<file path="config.mk">
export PLATFORM = sky130hd
export DESIGN_NAME = xcd_decoder
export DESIGN_NICKNAME = d
export VERILOG_FILES = /design/src/common/xcd_pkg.sv /design/src/xcd_sync3.sv /design/src/xcd_classify.sv /design/src/xcd_decoder.sv
export SDC_FILE = /design/constraint.sdc
export NUM_CORES = 1
export LEC_CHECK = 0
export BUFFER_PORTS_ARGS = -buffer_cell sky130_fd_sc_hd__buf_2
export CORE_MARGIN = 10
export CORE_UTILIZATION = 40
export DETAILED_ROUTE_END_ITERATION = 8
export GPL_TIMING_DRIVEN = 0
export SKIP_CTS_REPAIR_TIMING = 1
export SLEW_MARGIN = 30
export SYNTH_ARGS = -nofsm -noshare
export SYNTH_HDL_FRONTEND = slang
export SYNTH_SLANG_ARGS = --single-unit
</file>
<file path="constraint.sdc">
create_clock -name clk -period 11.9 [get_ports clk]
set_input_delay 0.595 -clock clk [delete_from_list [all_inputs] [get_ports clk]]
set_output_delay 0.595 -clock clk [all_outputs]
set_load 0.005 [all_outputs]
</file>
<file path="src/common/xcd_pkg.sv">
// constants and types for the execute-io command decoder
package xcd_pkg;
  // command codes decoded inside the block
  localparam logic [15:0] C_SET_IRQ_MASK = 16'h2000, C_CLEAR_IRQ_REQUEST = 16'h2001,
    C_IRQ_GLOBAL_ON = 16'h2002, C_IRQ_GLOBAL_OFF = 16'h2003,
    C_CLEAR_PENDING_IRQ = 16'h2004, C_WRITE_FAULT_MASK = 16'h2006,
    C_WRITE_OUTPUT_DISCRETES = 16'h2008, C_CLEAR_POWER_UP_LINE = 16'h200a,
    C_PANEL_OUTPUT_WORD = 16'h4000, C_NULL_OUT = 16'h4001,
    C_WRITE_TIMER_A_RELOAD = 16'h4002, C_PROTECT_UNIT_ON = 16'h4003,
    C_BOOT_ROM_ON = 16'h4004, C_BOOT_ROM_OFF = 16'h4005,
    C_DMA_PERMIT_ON = 16'h4006, C_DMA_PERMIT_OFF = 16'h4007,
    C_TRIGGER_RESTART = 16'h400b, C_WRITE_TIMER_B_RELOAD = 16'h400f,
    C_SET_FAULT_BITS = 16'h0401, C_WRITE_TRIGGER_RELOAD = 16'h040e,
    C_READ_OUTPUT_DISCRETES = 16'h800a, C_PEEK_FAULTS = 16'h8401,
    C_PANEL_ORDER = 16'h8402, C_READ_FAIL_ADDRESS = 16'h8407,
    C_READ_FAIL_PAGE = 16'h8408, C_READ_INTERNAL_CONFIG = 16'h840c,
    C_READ_TRIGGER_RELOAD = 16'h840e, C_READ_EXTERNAL_CONFIG = 16'h8410,
    C_READ_IRQ_MASK = 16'ha000, C_READ_PENDING_IRQS = 16'ha004,
    C_READ_FAULT_MASK = 16'ha006, C_READ_BANK_SELECT = 16'ha00c,
    C_READ_MEM_FAULT_STATE = 16'ha00d, C_READ_CLEAR_FAULTS = 16'ha00f,
    C_PANEL_INPUT_WORD = 16'hc000, C_NULL_IN = 16'hc001,
    C_READ_TIMER_A_RELOAD = 16'hc002, C_READ_TIMER_B_RELOAD = 16'hc00f;
  // code ranges, matched on the upper byte or nibble
  localparam logic [7:0] R_LOAD_PROTECT_RAM = 8'h50, R_FETCH_PROTECT_RAM = 8'hd0,
    R_WRITE_FETCH_PAGE = 8'h51, R_WRITE_OPERAND_PAGE = 8'h52,
    R_READ_FETCH_PAGE = 8'hd1, R_READ_OPERAND_PAGE = 8'hd2, R_LOCAL_OUT = 8'h40,
    R_LOCAL_IN = 8'hc0;
  localparam logic [3:0] N_EXT_PROTECT_OUT = 4'h4, N_EXT_PROTECT_IN = 4'hc;
  // configuration word presence bits
  localparam int CFG_BOOT_ROM = 0, CFG_DMA = 1, CFG_PROTECT = 2, CFG_MMU = 3;
  localparam logic [15:0] CFG_RESET = 16'h000f;
  // fault register bits raised by the decoder itself
  localparam int FLT_PRIV = 0, FLT_ILL_IO = 1;
  // register offsets on the plain register port
  localparam logic [3:0] REG_CTRL = 4'h0, REG_CONFIG = 4'h1, REG_STATUS = 4'h2,
    REG_FAULT = 4'h3, REG_PENDING = 4'h4, REG_MASK = 4'h5;
  // control register layout and reset values
  localparam int CTRL_PS_LSB = 0, CTRL_PS_W = 4, CTRL_MODE_B = 4;
  localparam logic [4:0] CTRL_RESET = 5'h01;
  localparam logic [3:0] PS_UNPRIV = 4'h0;
  localparam logic POWER_UP_RESET = 1'b1;
  localparam logic POWER_UP_CLEARED = 1'b0;
  typedef enum logic [5:0] {
    OP_ILLEGAL, OP_NULL, OP_SET_MASK, OP_CLR_REQ, OP_IRQ_ON, OP_IRQ_OFF, OP_CLR_PEND,
    OP_RD_PEND, OP_RD_MASK, OP_RD_CLR_FAULT, OP_SET_FAULT, OP_PEEK_FAULT, OP_WR_TA,
    OP_WR_TB, OP_RD_TA, OP_RD_TB, OP_TRIG_GO, OP_WR_TRIG, OP_RD_TRIG, OP_BOOT_ON,
    OP_BOOT_OFF, OP_DMA_ON, OP_DMA_OFF, OP_NPU_CLR, OP_WR_DISC, OP_RD_DISC, OP_RD_ICFG,
    OP_RD_MFS, OP_RD_MFA, OP_RD_MFP, OP_WR_FMASK, OP_RD_FMASK, OP_RD_BANK, OP_EXT
  } xcd_op_t;
  typedef enum logic [1:0] {
    ST_IDLE = 2'b00,
    ST_WAIT = 2'b01,
    ST_RELEASE = 2'b11
  } xcd_state_t;
endpackage

</file>
<file path="src/xcd_sync3.sv">
// three-stage synchroniser that accepts a change once stages two and three agree
`timescale 1ns/100ps
module xcd_sync3 (
  input wire logic clk,
  input wire logic rst,
  input wire logic din,
  output logic q
);
  logic s1;
  logic s2;
  logic s3;
  always_ff @(posedge clk or posedge rst) begin
    if (rst) begin
      s1 <= 1'b0;
      s2 <= 1'b0;
      s3 <= 1'b0;
      q <= 1'b0;
    end else begin
      s1 <= din;
      s2 <= s1;
      s3 <= s2;
      if (s2 == s3) begin
        q <= s3;
      end
    end
  end
endmodule

</file>
<file path="src/xcd_classify.sv">
// command code classifier: operation, external cycle and legality
`timescale 1ns/100ps
module xcd_classify (
  input wire logic [15:0] code,
  input wire logic mode_b,
  input wire logic [15:0] cfg,
  output xcd_pkg::xcd_op_t op,
  output logic ext
);
  logic need_boot;
  logic need_dma;
  logic need_prot;
  logic need_mmu;
  logic need_b;
  always_comb begin
    op = xcd_pkg::OP_ILLEGAL;
    ext = 1'b0;
    need_boot = 1'b0;
    need_dma = 1'b0;
    need_prot = 1'b0;
    need_mmu = 1'b0;
    need_b = 1'b0;
    case (code)
      xcd_pkg::C_SET_IRQ_MASK: op = xcd_pkg::OP_SET_MASK;
      xcd_pkg::C_CLEAR_PENDING_IRQ: op = xcd_pkg::OP_CLR_PEND;
      xcd_pkg::C_READ_PENDING_IRQS: op = xcd_pkg::OP_RD_PEND;
      xcd_pkg::C_READ_IRQ_MASK: op = xcd_pkg::OP_RD_MASK;
      xcd_pkg::C_CLEAR_IRQ_REQUEST: op = xcd_pkg::OP_CLR_REQ;
      xcd_pkg::C_IRQ_GLOBAL_ON: op = xcd_pkg::OP_IRQ_ON;
      xcd_pkg::C_IRQ_GLOBAL_OFF: op = xcd_pkg::OP_IRQ_OFF;
      xcd_pkg::C_READ_CLEAR_FAULTS: op = xcd_pkg::OP_RD_CLR_FAULT;
      xcd_pkg::C_SET_FAULT_BITS: op = xcd_pkg::OP_SET_FAULT;
      xcd_pkg::C_PEEK_FAULTS: op = xcd_pkg::OP_PEEK_FAULT;
      xcd_pkg::C_WRITE_TIMER_A_RELOAD: begin op = xcd_pkg::OP_WR_TA; need_b = 1'b1; end
      xcd_pkg::C_WRITE_TIMER_B_RELOAD: begin op = xcd_pkg::OP_WR_TB; need_b = 1'b1; end
      xcd_pkg::C_READ_TIMER_A_RELOAD: begin op = xcd_pkg::OP_RD_TA; need_b = 1'b1; end
      xcd_pkg::C_READ_TIMER_B_RELOAD: begin op = xcd_pkg::OP_RD_TB; need_b = 1'b1; end
      xcd_pkg::C_TRIGGER_RESTART: op = xcd_pkg::OP_TRIG_GO;
      xcd_pkg::C_WRITE_TRIGGER_RELOAD: op = xcd_pkg::OP_WR_TRIG;
      xcd_pkg::C_READ_TRIGGER_RELOAD: op = xcd_pkg::OP_RD_TRIG;
      xcd_pkg::C_BOOT_ROM_ON: begin op = xcd_pkg::OP_BOOT_ON; need_boot = 1'b1; end
      xcd_pkg::C_BOOT_ROM_OFF: begin op = xcd_pkg::OP_BOOT_OFF; need_boot = 1'b1; end
      xcd_pkg::C_DMA_PERMIT_ON: begin op = xcd_pkg::OP_DMA_ON; need_dma = 1'b1; end
      xcd_pkg::C_DMA_PERMIT_OFF: begin op = xcd_pkg::OP_DMA_OFF; need_dma = 1'b1; end
      xcd_pkg::C_CLEAR_POWER_UP_LINE: op = xcd_pkg::OP_NPU_CLR;
      xcd_pkg::C_WRITE_OUTPUT_DISCRETES: begin op = xcd_pkg::OP_WR_DISC; ext = 1'b1; end
      xcd_pkg::C_READ_OUTPUT_DISCRETES: begin op = xcd_pkg::OP_RD_DISC; ext = 1'b1; end
      xcd_pkg::C_READ_INTERNAL_CONFIG: op = xcd_pkg::OP_RD_ICFG;
      xcd_pkg::C_READ_EXTERNAL_CONFIG: begin op = xcd_pkg::OP_EXT; ext = 1'b1; end
      xcd_pkg::C_READ_MEM_FAULT_STATE: op = xcd_pkg::OP_RD_MFS;
      xcd_pkg::C_READ_FAIL_ADDRESS: op = xcd_pkg::OP_RD_MFA;
      xcd_pkg::C_READ_FAIL_PAGE: op = xcd_pkg::OP_RD_MFP;
      xcd_pkg::C_NULL_OUT, xcd_pkg::C_NULL_IN: op = xcd_pkg::OP_NULL;
      xcd_pkg::C_WRITE_FAULT_MASK: begin op = xcd_pkg::OP_WR_FMASK; need_b = 1'b1; end
      xcd_pkg::C_READ_FAULT_MASK: begin op = xcd_pkg::OP_RD_FMASK; need_b = 1'b1; end
      xcd_pkg::C_READ_BANK_SELECT: begin op = xcd_pkg::OP_RD_BANK; need_b = 1'b1; end
      xcd_pkg::C_PROTECT_UNIT_ON: begin op = xcd_pkg::OP_EXT; ext = 1'b1; need_prot = 1'b1; end
      xcd_pkg::C_PANEL_OUTPUT_WORD, xcd_pkg::C_PANEL_ORDER,
      xcd_pkg::C_PANEL_INPUT_WORD: begin op = xcd_pkg::OP_EXT; ext = 1'b1; end
      default: begin
        if (code[15:8] == xcd_pkg::R_LOAD_PROTECT_RAM
            || code[15:8] == xcd_pkg::R_FETCH_PROTECT_RAM) begin
          op = xcd_pkg::OP_EXT;
          ext = 1'b1;
          need_prot = 1'b1;
        end else if (code[15:8] == xcd_pkg::R_WRITE_FETCH_PAGE
            || code[15:8] == xcd_pkg::R_WRITE_OPERAND_PAGE
            || code[15:8] == xcd_pkg::R_READ_FETCH_PAGE
            || code[15:8] == xcd_pkg::R_READ_OPERAND_PAGE) begin
          op = xcd_pkg::OP_EXT;
          ext = 1'b1;
          need_mmu = 1'b1;
        end else if ((code[15:12] == xcd_pkg::N_EXT_PROTECT_OUT
            && code[15:8] != xcd_pkg::R_LOCAL_OUT)
            || (code[15:12] == xcd_pkg::N_EXT_PROTECT_IN
            && code[15:8] != xcd_pkg::R_LOCAL_IN)) begin
          op = xcd_pkg::OP_EXT;
          ext = 1'b1;
          need_prot = 1'b1;
          need_b = 1'b1;
        end
      end
    endcase
    // absent option or wrong mode turns the command into a trap
    if ((need_boot && !cfg[xcd_pkg::CFG_BOOT_ROM]) || (need_dma && !cfg[xcd_pkg::CFG_DMA])
        || (need_prot && !cfg[xcd_pkg::CFG_PROTECT]) || (need_mmu && !cfg[xcd_pkg::CFG_MMU])
        || (need_b && !mode_b)) begin
      op = xcd_pkg::OP_ILLEGAL;
      ext = 1'b0;
    end
  end
endmodule

</file>
<file path="src/xcd_decoder.sv">
// execute-io command decoder: internal registers, traps and external cycles
//
// What this block does
// - privileged commands trap when processor state is zero
// - mask load, pending clear, pending read internal
// - request clear, global enable, disable internal
// - fault read-and-clear empties the fault register
// - fault set ORs bits; peek leaves them
// - timer reload registers accessible only in B mode
// - trigger restart, reload write and readback
// - boot ROM on/off, illegal without ROM
// - DMA permit on/off, gated by configuration
// - clear power-up line drives it low (cleared state) internally
// - discrete write/read also run external cycle
// - internal configuration read stays internal
// - external configuration read is external cycle
// - memory fault state, address, page internal
// - protection unit commands go out externally
// - extended protection ranges external, B mode only
// - page register ranges go out externally
// - operator panel codes go out externally
// - commands for absent options trap as illegal
// - two null codes accepted, no effect
// - fault mask and bank reads B mode only
`timescale 1ns/100ps
module xcd_decoder (
  input wire logic clk,
  input wire logic rst,
  input wire logic cmd_valid,
  input wire logic [15:0] cmd_code,
  input wire logic [15:0] cmd_wdata,
  output logic cmd_done,
  output logic cmd_illegal,
  output logic [15:0] cmd_rdata,
  input wire logic [3:0] reg_addr,
  input wire logic [15:0] reg_wdata,
  input wire logic reg_wr,
  input wire logic reg_rd,
  output logic [15:0] reg_rdata,
  input wire logic [15:0] irq_raise,
  input wire logic [15:0] fault_raise,
  input wire logic [15:0] mem_fault_state,
  input wire logic [15:0] fail_address,
  input wire logic [15:0] fail_page,
  input wire logic [15:0] bank_select,
  output logic [15:0] irq_mask,
  output logic [15:0] irq_pending,
  output logic irq_enable,
  output logic irq_req_clear,
  output logic dma_enable,
  output logic boot_rom_enable,
  output logic power_up_line,
  output logic trig_restart,
  output logic [15:0] trig_reload,
  output logic [15:0] timer_a_reload,
  output logic [15:0] timer_b_reload,
  output logic [15:0] out_discretes,
  output logic ext_req,
  output logic ext_write,
  output logic [15:0] ext_addr,
  output logic [15:0] ext_wdata,
  input wire logic [15:0] ext_rdata,
  input wire logic ext_ready
);
  logic [4:0] ctrl;
  logic [15:0] cfg;
  logic [15:0] fault;
  logic [15:0] fault_mask;
  logic [15:0] next_fault;
  logic [15:0] next_pending;
  logic ready_s;
  logic accept;
  logic priv_bad;
  logic legal;
  logic trap;
  logic ext;
  logic ext_keep_disc;
  xcd_pkg::xcd_op_t op;
  xcd_pkg::xcd_state_t state;

  xcd_classify u_classify (
    .code(cmd_code),
    .mode_b(ctrl[xcd_pkg::CTRL_MODE_B]),
    .cfg(cfg),
    .op(op),
    .ext(ext)
  );

  // ready comes from another device, so it is synchronised
  xcd_sync3 u_ready_sync (
    .clk(clk),
    .rst(rst),
    .din(ext_ready),
    .q(ready_s)
  );

  // commands arriving while an external cycle runs are dropped
  assign accept = cmd_valid && (state == xcd_pkg::ST_IDLE);
  assign priv_bad = ctrl[xcd_pkg::CTRL_PS_LSB +: xcd_pkg::CTRL_PS_W] == xcd_pkg::PS_UNPRIV;
  assign legal = accept && !priv_bad && (op != xcd_pkg::OP_ILLEGAL);
  assign trap = accept && !legal;

  // register port
  always_ff @(posedge clk or posedge rst) begin
    if (rst) begin
      ctrl <= xcd_pkg::CTRL_RESET;
      cfg <= xcd_pkg::CFG_RESET;
    end else if (reg_wr) begin
      if (reg_addr == xcd_pkg::REG_CTRL) begin
        ctrl <= reg_wdata[4:0];
      end
      if (reg_addr == xcd_pkg::REG_CONFIG) begin
        cfg <= reg_wdata;
      end
    end
  end

  always_ff @(posedge clk or posedge rst) begin
    if (rst) begin
      reg_rdata <= 16'h0000;
    end else if (reg_rd) begin
      case (reg_addr)
        xcd_pkg::REG_CTRL: reg_rdata <= {11'h000, ctrl};
        xcd_pkg::REG_CONFIG: reg_rdata <= cfg;
        xcd_pkg::REG_STATUS: reg_rdata <= {11'h000, state == xcd_pkg::ST_IDLE, power_up_line,
                                           boot_rom_enable, dma_enable, irq_enable};
        xcd_pkg::REG_FAULT: reg_rdata <= fault;
        xcd_pkg::REG_PENDING: reg_rdata <= irq_pending;
        xcd_pkg::REG_MASK: reg_rdata <= irq_mask;
        default: reg_rdata <= 16'h0000;
      endcase
    end else begin
      reg_rdata <= 16'h0000;
    end
  end

  // interrupt control; a raise in the clearing cycle survives
  always_comb begin
    next_pending = irq_pending;
    if (legal && op == xcd_pkg::OP_CLR_PEND) begin
      next_pending = irq_pending & ~cmd_wdata;
    end
    next_pending = next_pending | irq_raise;
  end

  always_ff @(posedge clk or posedge rst) begin
    if (rst) begin
      irq_mask <= 16'h0000;
      irq_pending <= 16'h0000;
      irq_enable <= 1'b0;
      irq_req_clear <= 1'b0;
    end else begin
      irq_pending <= next_pending;
      irq_req_clear <= legal && op == xcd_pkg::OP_CLR_REQ;
      if (legal && op == xcd_pkg::OP_SET_MASK) begin
        irq_mask <= cmd_wdata;
      end
      if (legal && op == xcd_pkg::OP_IRQ_ON) begin
        irq_enable <= 1'b1;
      end else if (legal && op == xcd_pkg::OP_IRQ_OFF) begin
        irq_enable <= 1'b0;
      end
    end
  end

  // fault register; set beats the read-and-clear
  always_comb begin
    next_fault = fault;
    if (legal && op == xcd_pkg::OP_RD_CLR_FAULT) begin
      next_fault = 16'h0000;
    end
    if (legal && op == xcd_pkg::OP_SET_FAULT) begin
      next_fault = next_fault | cmd_wdata;
    end
    next_fault = next_fault | fault_raise;
    if (trap) begin
      next_fault[xcd_pkg::FLT_PRIV] = next_fault[xcd_pkg::FLT_PRIV] | priv_bad;
      next_fault[xcd_pkg::FLT_ILL_IO] = 1'b1;
    end
  end

  always_ff @(posedge clk or posedge rst) begin
    if (rst) begin
      fault <= 16'h0000;
      fault_mask <= 16'h0000;
    end else begin
      fault <= next_fault;
      if (legal && op == xcd_pkg::OP_WR_FMASK) begin
        fault_mask <= cmd_wdata;
      end
    end
  end

  // timer and trigger reload registers
  always_ff @(posedge clk or posedge rst) begin
    if (rst) begin
      timer_a_reload <= 16'h0000;
      timer_b_reload <= 16'h0000;
      trig_reload <= 16'h0000;
      trig_restart <= 1'b0;
    end else begin
      trig_restart <= legal && op == xcd_pkg::OP_TRIG_GO;
      if (legal && op == xcd_pkg::OP_WR_TA) begin
        timer_a_reload <= cmd_wdata;
      end
      if (legal && op == xcd_pkg::OP_WR_TB) begin
        timer_b_reload <= cmd_wdata;
      end
      if (legal && op == xcd_pkg::OP_WR_TRIG) begin
        trig_reload <= cmd_wdata;
      end
    end
  end

  // discretes and enables
  always_ff @(posedge clk or posedge rst) begin
    if (rst) begin
      dma_enable <= 1'b0;
      boot_rom_enable <= 1'b1;
      power_up_line <= xcd_pkg::POWER_UP_RESET;
      out_discretes <= 16'h0000;
    end else if (legal) begin
      case (op)
        xcd_pkg::OP_BOOT_ON: boot_rom_enable <= 1'b1;
        xcd_pkg::OP_BOOT_OFF: boot_rom_enable <= 1'b0;
        xcd_pkg::OP_DMA_ON: dma_enable <= 1'b1;
        xcd_pkg::OP_DMA_OFF: dma_enable <= 1'b0;
        xcd_pkg::OP_NPU_CLR: power_up_line <= xcd_pkg::POWER_UP_CLEARED;
        xcd_pkg::OP_WR_DISC: out_discretes <= cmd_wdata;
        default: power_up_line <= power_up_line;
      endcase
    end
  end

  // external cycle sequencer; waits as long as the far end needs
  always_ff @(posedge clk or posedge rst) begin
    if (rst) begin
      state <= xcd_pkg::ST_IDLE;
      ext_req <= 1'b0;
      ext_write <= 1'b0;
      ext_addr <= 16'h0000;
      ext_wdata <= 16'h0000;
      ext_keep_disc <= 1'b0;
    end else begin
      case (state)
        xcd_pkg::ST_IDLE: begin
          if (legal && ext) begin
            state <= xcd_pkg::ST_WAIT;
            ext_req <= 1'b1;
            ext_write <= !cmd_code[15];
            ext_addr <= cmd_code;
            ext_wdata <= cmd_wdata;
            ext_keep_disc <= op == xcd_pkg::OP_RD_DISC;
          end
        end
        xcd_pkg::ST_WAIT: begin
          if (ready_s) begin
            state <= xcd_pkg::ST_RELEASE;
            ext_req <= 1'b0;
          end
        end
        xcd_pkg::ST_RELEASE: begin
          // ready must fall before the next cycle can start
          if (!ready_s) begin
            state <= xcd_pkg::ST_IDLE;
          end
        end
        default: state <= xcd_pkg::ST_IDLE;
      endcase
    end
  end

  // answer to the command issuer
  always_ff @(posedge clk or posedge rst) begin
    if (rst) begin
      cmd_done <= 1'b0;
      cmd_illegal <= 1'b0;
      cmd_rdata <= 16'h0000;
    end else begin
      cmd_done <= 1'b0;
      cmd_illegal <= 1'b0;
      if (trap) begin
        cmd_done <= 1'b1;
        cmd_illegal <= 1'b1;
        cmd_rdata <= 16'h0000;
      end else if (legal && !ext) begin
        cmd_done <= 1'b1;
        case (op)
          xcd_pkg::OP_RD_PEND: cmd_rdata <= irq_pending;
          xcd_pkg::OP_RD_MASK: cmd_rdata <= irq_mask;
          xcd_pkg::OP_RD_CLR_FAULT, xcd_pkg::OP_PEEK_FAULT: cmd_rdata <= fault;
          xcd_pkg::OP_RD_TA: cmd_rdata <= timer_a_reload;
          xcd_pkg::OP_RD_TB: cmd_rdata <= timer_b_reload;
          xcd_pkg::OP_RD_TRIG: cmd_rdata <= trig_reload;
          xcd_pkg::OP_RD_ICFG: cmd_rdata <= cfg;
          xcd_pkg::OP_RD_MFS: cmd_rdata <= mem_fault_state;
          xcd_pkg::OP_RD_MFA: cmd_rdata <= fail_address;
          xcd_pkg::OP_RD_MFP: cmd_rdata <= fail_page;
          xcd_pkg::OP_RD_FMASK: cmd_rdata <= fault_mask;
          xcd_pkg::OP_RD_BANK: cmd_rdata <= bank_select;
          default: cmd_rdata <= 16'h0000;
        endcase
      end else if (state == xcd_pkg::ST_WAIT && ready_s) begin
        cmd_done <= 1'b1;
        // data is held by the far end while ready stands
        cmd_rdata <= ext_keep_disc ? out_discretes : (ext_write ? 16'h0000 : ext_rdata);
      end
    end
  end
endmodule

</file>
Yosys cells after proc, flatten, opt, wreduce, memory -nomap -nowiden
Index checks and enable logic that the tools add are counted.
Widths: inputs -> output; s select.
{"block": "op_classes", "n_eq_ne": 90, "muxes": 47, "n_bitwise": 6, "n_reduce_logical": 73}
{"cell": "$eq 16x16->1 const B", "n": 18}
{"cell": "$pmux 6 s33", "n": 1}
{"cell": "$pmux 16 s12", "n": 1}
{"cell": "$eq 16x15->1 const B", "n": 10}
{"cell": "$mux 16", "n": 9}
{"cell": "$eq 16x14->1 const B", "n": 8}
{"cell": "$eq 6x5->1 const B", "n": 16}
{"cell": "$pmux 16 s6", "n": 1}
{"cell": "$reduce_or 31->1", "n": 2}
{"cell": "$eq 6x4->1 const B", "n": 8}
{"cell": "$or 16x16->16", "n": 3}
{"cell": "$reduce_or 38->1", "n": 1}
{"cell": "$reduce_or 37->1", "n": 1}
{"cell": "$eq 16x11->1 const B", "n": 2}
{"cell": "$logic_and 1x1->1", "n": 26}
{"cell": "$eq 6x3->1 const B", "n": 4}
{"cell": "$eq 8x7->1 const B", "n": 3}
{"cell": "$eq 8x8->1 const B", "n": 3}
{"cell": "$mux 6", "n": 4}
{"cell": "$mux 1", "n": 20}
{"cell": "$and 16x16->16", "n": 1}
{"cell": "$not 16->16", "n": 1}
{"cell": "$reduce_and 2->1", "n": 7}
{"cell": "$reduce_or 7->1", "n": 2}
{"cell": "27 further kinds", "n": 64}
{"block": "totals", "register_bits": 230, "in_bits": 170, "out_inout_bits": 170, "elab_cells": 246}

Longest topological paths before layout
Gate-level depths: netlist of run 1.
{"block": "depth", "ltp_word": 21, "mapped_depth": 14, "depth_no_buf": 9}

By module
From an unflattened synthesis of run 1, not the netlist that was laid out.
{"block": "unflattened", "hier_cells": 1006, "area_unflattened_um2": 11573.6}
{"module": "xcd_decoder", "n_inst": 1, "cells_per_inst": 847, "area_per_inst_um2": 10501.3, "seq_area_each_um2": 5664.2}
{"module": "xcd_classify", "n_inst": 1, "cells_per_inst": 153, "area_per_inst_um2": 957.2, "seq_area_each_um2": 0.0}
{"module": "xcd_sync3", "n_inst": 1, "cells_per_inst": 6, "area_per_inst_um2": 115.1, "seq_area_each_um2": 100.1}

Least setup slack after synthesis of run 1
No wires, ideal clock.
{"block": "synth_timing", "kind": "in2reg", "start": "input cmd_code[12]", "end": "register fault_mask[10]", "setup_time_ns": 0.127, "arrival_ns": 3.870, "required_time_ns": 11.773, "path_slack_ns": 7.902, "stages": 11, "path_buffers": 2, "path_cell_list": "buf_2 > or4b_1 > a211oi_1 > o31a_2 > nor3_1 > a311oi_4 > nor2_2 > or4b_1 > nor4_4 > buf_6 > mux2_1"}
{"block": "synth_between", "elab_chain_cells": 15, "word_cells_on_any_way": 92, "cone_classes": "eq/ne (49); mux (16); reduce/logical (27)"}
{"element": "start: declaration", "line": "xcd_decoder.sv:30", "rtl": "input wire logic [15:0] cmd_code,"}
{"element": "$ne 8x7->1 (tied with other cells)", "line": "xcd_classify.sv:74", "rtl": "&& code[15:8] != xcd_pkg::R_LOCAL_OUT)"}
{"element": "$logic_and 1x1->1 (tied with other cells)", "line": "xcd_classify.sv:74"}
{"element": "$logic_or 1x1->1, on equally long branches", "line": "xcd_classify.sv:75, xcd_classify.sv:68"}
{"element": "$mux 1 / $logic_or 1x1->1 (equally long branches)", "line": "xcd_classify.sv:73, xcd_classify.sv:69"}
{"element": "$mux 1", "line": "xcd_classify.sv:66", "rtl": "end else if (code[15:8] == xcd_pkg::R_WRITE_FETCH_PAGE"}
{"element": "$mux 1", "line": "xcd_classify.sv:61", "rtl": "if (code[15:8] == xcd_pkg::R_LOAD_PROTECT_RAM"}
{"element": "$pmux 1 s2", "line": "xcd_classify.sv:23", "rtl": "case (code)"}
{"element": "$logic_and 1x1->1", "line": "xcd_classify.sv:86", "rtl": "|| (need_prot && !cfg[xcd_pkg::CFG_PROTECT]) || (need_mmu && !cfg[xcd_pkg::CFG_MMU])"}
{"element": "$logic_or 1x1->1 (2 in series)", "line": "xcd_classify.sv:86"}
{"element": "$logic_or 1x1->1", "line": "xcd_classify.sv:87", "rtl": "|| (need_b && !mode_b)) begin"}
{"element": "$mux 6 (*)", "line": "xcd_classify.sv:85", "rtl": "if ((need_boot && !cfg[xcd_pkg::CFG_BOOT_ROM]) || (need_dma && !cfg[xcd_pkg::CFG_DMA])"}
{"element": "$reduce_bool 6->1", "line": "xcd_decoder.sv:100", "rtl": "assign legal = accept && !priv_bad && (op != xcd_pkg::OP_ILLEGAL);"}
{"element": "$logic_and 1x1->1", "line": "xcd_decoder.sv:100"}
{"element": "$logic_and 1x1->1 (*)", "line": "xcd_decoder.sv:188", "rtl": "if (legal && op == xcd_pkg::OP_WR_FMASK) begin"}
{"element": "end signal: assignment", "line": "xcd_decoder.sv:189", "rtl": "fault_mask <= cmd_wdata;"}
{"element": "end: declaration", "line": "xcd_decoder.sv:68", "rtl": "logic [15:0] fault_mask;"}
Every way passes the cells marked *; elsewhere a longest branch is shown, timed or not.
A chain may end at the register's enable or synchronous reset.

Worst setup path after layout of run 1
{"block": "layout_timing", "start": "input cmd_code[9]", "end": "register ext_wdata[15]"}
{"block": "layout_between", "elab_chain_cells": 16, "word_cells_on_any_way": 96, "cone_classes": "eq/ne (46); mux (20); reduce/logical (30)"}
{"element": "$ne 8x7->1 (tied with other cells)", "line": "xcd_classify.sv:74"}
{"element": "$logic_and 1x1->1 (tied with other cells)", "line": "xcd_classify.sv:74"}
{"element": "$logic_or 1x1->1, on equally long branches", "line": "xcd_classify.sv:75, xcd_classify.sv:68"}
{"element": "$mux 1 / $logic_or 1x1->1 (equally long branches)", "line": "xcd_classify.sv:73, xcd_classify.sv:69"}
{"element": "$mux 1", "line": "xcd_classify.sv:66"}
{"element": "$mux 1", "line": "xcd_classify.sv:61"}
{"element": "$pmux 1 s2", "line": "xcd_classify.sv:23"}
{"element": "$logic_and 1x1->1", "line": "xcd_classify.sv:86"}
{"element": "$logic_or 1x1->1 (2 in series)", "line": "xcd_classify.sv:86"}
{"element": "$logic_or 1x1->1", "line": "xcd_classify.sv:87"}
{"element": "$mux 6", "line": "xcd_classify.sv:85"}
{"element": "$reduce_bool 6->1", "line": "xcd_decoder.sv:100"}
{"element": "$logic_and 1x1->1", "line": "xcd_decoder.sv:100"}
{"element": "$logic_and 1x1->1 (*)", "line": "xcd_decoder.sv:247", "rtl": "if (legal && ext) begin"}
{"element": "$reduce_and 2->1 (no source line) (*)"}
{"element": "end signal: assignment", "line": "xcd_decoder.sv:252", "rtl": "ext_wdata <= cmd_wdata;"}
{"element": "end: declaration", "line": "xcd_decoder.sv:61", "rtl": "output logic [15:0] ext_wdata,"}
Marks and branches as above.

==> results.toml, run 1 <==
[run_status]
status = "complete, no violations"

[timing]
worst_slew_pin_slew_ns = 1.007
hold_violations = 0
min_period_ns = 4.766
max_freq_mhz = 209.8
slew_headroom_pct = 32.54
finClkSkew_ns = 0.01133
worst_slack_ns = 7.134
finalMaxSlewViolations = 0
setup_viol = 0
finalSetupTns_ns = 0
rsz0062_at_grt = "false"
timing.final.crit_share_pct = 40.05

[setup_path]
path_delay_family = "simple AND/OR/NAND/NOR gates"
worstPathRequired_ns = 12.33
worstPathCellList = "buf_2 > nor4_4 > clkbuf_1 > nand2_1 > o32ai_1 > nor3b_2 > and4_1 > buf_2 > o21ai_1 > o21ai_1 > nor2_2 > buf_2 > mux2_2"
critPathMaxFanout = 10
worst_setup_path_end_kind = "flip-flop"
path_class = "in2reg"
crit_top_cell = "buf_2"
slowest_delay_ns = 0.67
cp_slowest_cell = "nor2_2"
critPathArrivalTime_ns = 5.20
startpoint_type = "input port"
cp_num_buf_inv = 4

[placement]
port_buffers = 335
gp_congestion = 0.9792
dpl.cell_count = 1829
place.detailed.hpwl_mm = 41.78
place_ws_ns = 6.662
placed_cell_area_um2 = 14480

[clock_network]
cts_buffer_depth = 3
clk_pin_slew_ns = 0.06
numClockSinks = 230
cts_tree = "done"
cts_root_buffer = "clkbuf_16"
h-tree-depth = 1
clock_latency_ns = 0.55
cts_made_buffers = 26

[power]
leakagePower_nw = 7.387
powerDensity_nw_per_um2 = 125.3
ir_drop_mv = 0.1037
p_total_mw = 1.922

[yosys]
syn_nets = 1270
netlist_instances = 1100
synth_top_family_by_area = "compound AO/OA/AOI/OAI gates"
yosys_warnings = 0
netlist_area_um2 = 12190
synthMuxAreaShare_pct = 14.87
ys_ff_latch = 230
synth_top_area_share_pct = 45.78
seq_area_frac_synth_pct = 47.29
synthSimpleGateAreaFrac_pct = 14.53
synth_xor_area_share_pct = 0.2155
synthArstFlopShare_pct = 100.0
yosysTopAreaCell = "dfrtp_1"
synthAdderAreaFrac_pct = 0.08211
synth_area_per_cell_um2 = 11.08
synth_cell_type_count = 87
synth-edff-count = 0
synth_compound_area_share_pct = 19.47
synthFlopType = "dfrtp_1"
synth_area_leaders = "dfrtp_1, mux2_2, a22oi_1"

[drt]
drc = 0
wl_per_cell_um = 28.47
drt-pass1-iter-count = 6
routed_wl_mm = 53.52
final_antenna_net_count = 0
viasPerCell = 6.239
drtIter0Drc = 1369
vias = 11730

[final_layout]
design_area_um2 = 15340
area_growth_syn_to_layout_pct = 25.87
layout-drive-gt1-share_pct = 39.91
mostFrequentLayoutCell = "buf_2"
final_nets = 1637
final_cells = 1880
layout_common_cells = "buf_2, dfrtp_1, mux2_2"

[global_routing]
grt_overflow = 0
antenna_found_initial = 6
grt_pass1_vias = 11663
grt_pass1_wl_mm = 78.67
grt_start_max_net_pins = 89
grt_usage_pct = 26.86

[job]
drv_cap = 0

[hold_path]
hold_class = "in2async"

[floorplan]
rows = 63
io_pins = 340
die_height_um = 194.6
die_area_um2 = 37860
die_w_um = 194.6
start_util_pct = 40.80
coreArea_um2 = 29870
[worst register-to-register path, delay by kind of cell, from the launching register on]
family          cells  cell delay (ns)
flops               1             0.62
compound gates      3             0.53
buf+inv             2             1.01
simple gates        6             2.09
[synth_stat cells, types with 6 or more instances]
library cell and instances:
mux2_1 20, nor4_1 10, a22oi_1 73, a221oi_1 16, o21ai_0 30, buf_2 24
nor2b_1 9, and3_1 11, o32a_1 6, dfstp_2 7, a222oi_1 35, a21oi_1 45
inv_1 23, nor4bb_1 7, nor2_1 43, nand3_1 28, dfrtp_1 223, o2111ai_1 6
nand4_1 20, or4_1 9, nor4b_1 9, nor3_1 24, clkbuf_1 47, mux2_4 10
nand2_1 75, mux2_2 125, a21o_1 29, a22o_1 7
[where the power goes]
group          internal, mW  total (mW)  switching (mW)
Clock                 0.466       0.801           0.335
Sequential            0.834       0.872          0.0379
Combinational         0.102       0.249           0.147
[cell families after synthesis]
group / Yosys count
buffers and inverters: 101
XOR/XNOR: 3
adder cells (fa/ha/maj): 1
multiplexers: 158
flip-flops: 230
AND/OR/NAND/NOR: 299
AO/OA/AOI/OAI: 308
[per-layer routing]
metal / GRT usage (%) / routed length [µm]
met4: 8.575 / 1487
met1: 35.36 / 21960
met2: 42.30 / 24530
met3: 6.797 / 5517
met5: 0 / 29
[final cells by class]
class | instances | area, µm²
Fill cell | 2766 | 14530
Multi-Input combinational cell | 769 | 6046
Sequential cell | 230 | 5764
Timing Repair Buffer | 339 | 1748
Clock buffer | 38 | 765.7
Tap cell | 390 | 488.0
Buffer | 78 | 345.3
Inverter | 23 | 93.84
Clock inverter | 9 | 83.83
Antenna cell | 4 | 10.01
[worst paths after layout]
path	start	cells after the start	to	slack, ns
min in group clk	ext_ready	1	u_ready_sync.s1	0.16
setup reg to reg	cfg[3]	11	cmd_rdata[5]	7.58
setup / recovery	cmd_code[9]	13	ext_wdata[15]	7.13
hold reg to reg	u_ready_sync.s1	0	u_ready_sync.s2	0.35
hold / removal	rst	2	ext_wdata[12]	0.06
max in group asynchronous	rst	4	ctrl[0]	10.58
[through the flow]
step                utilization, %  hold WS [ns]
finish                       51.36       0.06106
global route                 51.36        0.1117
CTS                          51.31       0.08259
detailed placement           48.47        0.3424
global placement             48.05        0.3370
floorplan                        -        0.3312
Note: power is estimated with default switching activity, not from simulation.
==> run 2, diff against run 1 <==
==> constraint.sdc (replaced) <==
create_clock -name clk -period 4.6 [get_ports clk]
set_input_delay 0.23 -clock clk [delete_from_list [all_inputs] [get_ports clk]]
set_output_delay 0.23 -clock clk [all_outputs]
set_load 0.005 [all_outputs]
==> results.toml, run 2 (synthesis gave the netlist of run 1 again) <==
[run_status]
status = "complete, no violations"

[floorplan]
coreArea_um2 = 29870
rows = 63
io_pins = 340
die_area_um2 = 37860
die_height_um = 194.6
start_util_pct = 40.80
die_w_um = 194.6

[clock_network]
cts_root_buffer = "clkbuf_16"
cts_tree = "done"
clock_latency_ns = 0.55
h-tree-depth = 1
cts_buffer_depth = 3
numClockSinks = 230
clk_pin_slew_ns = 0.06
cts_made_buffers = 25

[setup_path]
worstSetupEndpoint = "irq_pending[13]"
worst_setup_path_end_kind = "flip-flop"
worstPathRequired_ns = 5.03
critPathArrivalTime_ns = 4.91
path_class = "in2reg"
reg2reg_slack_ns = 0.35
slowest_delay_ns = 0.86
critPathMaxFanout = 10
worstPathCellList = "buf_2 > nor4b_2 > nand2_1 > o32ai_2 > nor3_1 > a311oi_4 > nor2_2 > nor4_2 > clkbuf_1 > nand2_1 > a21o_1"
reg2reg_from = "cfg[3]"
rr_endpoint = "irq_pending[13]"
startpoint_type = "input port"
cp_slowest_cell = "nor4_2"
crit_start = "cmd_code[12]"
crit_top_cell = "nand2_1"
reg2reg_depth = 10

[power]
swShare_pct = 27.22
powerDensity_nw_per_um2 = 308.9
ir_drop_mv = 0.2327
intPower_mw = 3.592
clkPwrFrac_pct = 40.1
p_sw_mw = 1.344
leakagePower_nw = 7.648
power_frac_seq_pct = 45.8
power.share.combinational_pct = 14.1

[timing]
timing.final.crit_share_pct = 97.35
finClkSkew_ns = 0.01577
worst_slew_pin_slew_ns = 1.057
setup_viol = 0
max_freq_mhz = 223.3
finalMaxSlewViolations = 0
whs_ns = 0.003763
rsz0062_at_grt = "false"
hold_violations = 0
min_period_ns = 4.478
slew_headroom_pct = 28.90
worst_slack_ns = 0.1221

[placement]
placed_cell_area_um2 = 14650
place_ws_ns = -0.2485
place.detailed.hpwl_mm = 42.11
dpl.cell_count = 1837
port_buffers = 335
gp_congestion = 0.9763

[final_layout]
fill_cells = 2716
final_core_util_pct = 53.49
layout-drive-gt1-share_pct = 38.63
multi_input_area_um2 = 6067
design_area_um2 = 15980
final_nets = 1695
layout_common_cells = "buf_2, dfrtp_1, mux2_2"
final_cells = 1934
area_growth_syn_to_layout_pct = 31.08
regArea_um2 = 5764
mostFrequentLayoutCell = "buf_2"

[global_routing]
grt_start_max_net_pins = 30
grt_pass1_wl_mm = 78.70
antenna_found_initial = 3
grt_pass1_vias = 11713
grt_overflow = 0
grt_usage_pct = 26.74

[drt]
drt-pass1-iter-count = 9
final_antenna_net_count = 0
drtIter0Drc = 1280
wl_per_cell_um = 27.76
viasPerCell = 6.174
routed_wl_mm = 53.69
drc = 0
vias = 11941

[hold_path]
hold_class = "in2reg"
min_from = "fault_raise[0]"

[job]
drv_cap = 0
-- run 2: through the flow --
stage / TNS [ns] / power [mW]
final: 0 / 4.936
after global routing: 0 / 5.128
after CTS: 0 / 4.935
after detailed placement: -11.19 / 2.950
after global placement: -90.86 / 2.916
after floorplan: 0 / 2.584
-- run 2: final cells by class --
| cell class | count | area share, % |
|---|---|---|
| Multi-Input combinational cell | 769 | 37.97 |
| Sequential cell | 230 | 36.07 |
| Timing Repair Buffer | 398 | 15.21 |
| Clock buffer | 38 | 4.471 |
| Tap cell | 390 | 3.054 |
| Buffer | 78 | 2.161 |
| Inverter | 23 | 0.5638 |
| Clock inverter | 7 | 0.4855 |
| Antenna cell | 1 | 0.01566 |
-- run 2: worst min-delay path by stage --
stage / endpoint / cells past startpoint
after floorplan: u_ready_sync.s1 / 0
after global placement: u_ready_sync.s2 / 0
after detailed placement: ext_wdata[0] / 2
after CTS: timer_a_reload[3] / 2
after global routing: ext_addr[6] / 2
final: fault[0] / 4
-- run 2: critical path, delay by kind of cell --
kind	cells	cell delay, ns
buffers and inverters	2	0.85
AND/OR/NAND/NOR	6	2.50
AO/OA/AOI/OAI	3	1.32
-- run 2: power groups by stage --
stage | sequential (mW) | clock (mW) | combinational [mW]
2_1_floorplan | 2.26 | 0 | 0.321
3_3_place_gp | 2.29 | 0 | 0.626
3_5_place_dp | 2.29 | 0 | 0.657
4_1_cts | 2.26 | 2.02 | 0.661
5_1_grt | 2.27 | 2.10 | 0.753
6_report | 2.26 | 1.98 | 0.696
-- run 2: layer usage --
metal	wire [µm]	part of all wire, %	global-route usage, %	vias to the layer above
met2	24580	46	41.88	693
met3	5190	9.7	6.987	86
met4	1621	3.0	8.376	4
li1	-	-	-	5170
met5	27	0.050	0	-
met1	22270	41	35.33	5988
==> run 3, diff against run 2 <==
--- a/config.mk
+++ b/config.mk
@@ -5,6 +5,7 @@
 export SDC_FILE = /design/constraint.sdc
 export NUM_CORES = 1
 export LEC_CHECK = 0
+export ABC_AREA = 1
 export BUFFER_PORTS_ARGS = -buffer_cell sky130_fd_sc_hd__buf_2
 export CORE_MARGIN = 10
 export CORE_UTILIZATION = 40
==> results.toml, run 3 <==
[run_status]
violations = "negative hold slack"
status = "finished, violations left"

[final_layout]
area_growth_syn_to_layout_pct = 31.97
regArea_um2 = 5764
fill_cells = 2975
mostFrequentLayoutCell = "nand2_1"
multi_input_area_um2 = 5353
layout-drive-gt1-share_pct = 24.00
final_nets = 2168
design_area_um2 = 15760
layout_common_cells = "nand2_1, buf_2, dfrtp_1"

[timing]
setup_viol = 0
whs_ns = -0.01157
timing.final.crit_share_pct = 77.17
hold_violations = 3
worst_slew_pin_slew_ns = 0.8511
min_period_ns = 3.550
finalMaxSlewViolations = 0
slew_headroom_pct = 42.83
rsz0062_at_grt = "false"
finClkSkew_ns = 0.01625
max_freq_mhz = 281.7
worst_slack_ns = 1.050

[global_routing]
met3_usage_pct = 5.909
grt_pass1_vias = 12657
grt_start_max_net_pins = 30
busiest_layer = "met2"
grtUsageMet1_pct = 39.83
grt_usage_pct = 29.34
grt_use_met2_pct = 45.92
antenna_found_initial = 2
grt_pass1_wl_mm = 81.91
grt_overflow = 0

[drt]
vias = 13124
drtIter0Drc = 1343
drc = 0
final_antenna_net_count = 0
routed_wl_mm = 56.89
viasPerCell = 5.450
wl_per_cell_um = 23.63
drt-pass1-iter-count = 6

[yosys]
synth_area_leaders = "dfrtp_1, nand2_1, o21ai_0"
netlist_area_um2 = 11940
netlist_instances = 1567
synth-edff-count = 0
synthArstFlopShare_pct = 100.0
synthFlopType = "dfrtp_1"
yosys_warnings = 0
synth_most_common_cell = "nand2_1"
synth_top_area_share_pct = 46.72
ys_ff_latch = 230
yosysTopAreaCell = "dfrtp_1"
synth_area_per_cell_um2 = 7.622
synth_cell_type_count = 47
syn_nets = 1737
seq_area_frac_synth_pct = 48.26
synth_common_cells = "nand2_1, dfrtp_1, o21ai_0"

[setup_path]
reg2reg_from = "cfg[0]"
reg2reg_depth = 13
worst_setup_path_end_kind = "flip-flop"
critPathArrivalTime_ns = 4.03
reg2reg_slack_ns = 1.66
startpoint_type = "input port"
rr_endpoint = "ext_wdata[5]"
worstPathRequired_ns = 5.08
critPathMaxFanout = 10
path_class = "in2reg"

[hold_path]
whs_endpoint = "cfg[6]"
min_from = "reg_wdata[6]"
hold_class = "in2reg"
hold_depth = 3

[clock_network]
cts_buffer_depth = 3
clk_pin_slew_ns = 0.06
cts_tree = "done"
cts_root_buffer = "clkbuf_16"
cts_made_buffers = 26
clock_latency_ns = 0.55
numClockSinks = 230
h-tree-depth = 1

[floorplan]
coreArea_um2 = 29560
die_area_um2 = 37170
start_util_pct = 40.41
die_height_um = 192.8
rows = 63
die_w_um = 192.8
io_pins = 340

[power]
leakagePower_nw = 8.204
ir_drop_mv = 0.2298
powerDensity_nw_per_um2 = 321.1

[placement]
place_ws_ns = 1.166
place.detailed.hpwl_mm = 44.66
port_buffers = 339
gp_congestion = 0.9597
placed_cell_area_um2 = 14340

[job]
drv_cap = 0
==> run 3: how the worst max path moves through the flow <==
stage                     cells past startpoint         from            to  slack [ns]
after global routing                         17  cmd_code[6]  ext_wdata[5]        0.83
after global placement                        2          rst       ctrl[3]       -0.18
final                                        22  cmd_code[7]  cmd_rdata[3]        1.05
after CTS                                    13       cfg[0]  ext_wdata[5]        1.65
after detailed placement                     16  cmd_code[7]  ext_wdata[5]        1.17
after floorplan                               1          rst       cfg[10]        1.37
==> run 3: worst max-delay path: stages <==
cell,delay [ns]
dlygate4sd3_1,0.55
buf_2,0.14
nor2_2,0.22
nand2_4,0.14
nor2_2,0.33
nand2_1,0.17
inv_1,0.32
nor2_1,0.12
nand3_1,0.12
nor2_2,0.07
nand2_1,0.06
nand2_1,0.10
nand3_2,0.16
nand3_1,0.15
nor2_4,0.31
buf_4,0.31
nand2_1,0.08
nand2_1,0.06
nor2_1,0.06
nand3_1,0.18
nand2_1,0.07
nand2_1,0.06
==> run 3: per-layer routing <==
| layer | up-vias | share of wire [%] | wire (µm) |
|---|---|---|---|
| met5 | - | 0 | 0 |
| met4 | 0 | 3.3 | 1850 |
| met3 | 114 | 9.5 | 5378 |
| met2 | 700 | 45 | 25780 |
| met1 | 6297 | 42 | 23880 |
| li1 | 6013 | - | - |
==> run 3: area by class of cell <==
cell class | instances | area share [%]
Clock inverter | 9 | 0.6906
Clock buffer | 38 | 4.858
Timing Repair Buffer | 403 | 15.54
Tap cell | 390 | 3.096
Buffer | 55 | 1.627
Inverter | 150 | 3.643
Antenna cell | 1 | 0.01588
Multi-Input combinational cell | 1132 | 33.96
Sequential cell | 230 | 36.57
==> run 3: through the flow <==
step | setup TNS (ns) | power, mW | utilization [%] | cells
after floorplan | 0 | 2.549 | - | 1567
after global routing | 0 | 5.226 | 53.32 | 2408
after CTS | 0 | 5.036 | 51.45 | 2352
after global placement | -33.75 | 2.876 | 47.81 | 2296
after detailed placement | 0 | 2.907 | 48.50 | 2305
final | 0 | 5.061 | 53.32 | 2408
==> run 3: logic make-up after synthesis <==
| logic type | after synthesis | share of synthesized area, % |
|---|---|---|
| flops | 230 | 48.26 |
| simple gates | 818 | 29.86 |
| buf+inv | 205 | 6.924 |
| mux | 3 | 0.2828 |
| fa+ha+maj | 1 | 0.08381 |
| compound gates | 310 | 14.59 |
==> run 3: power breakdown <==
group	switching (mW)	internal [mW]	leakage, nW
logic	0.444	0.255	4.83
clock network	0.878	1.26	0.431
registers	0.0785	2.14	2.95
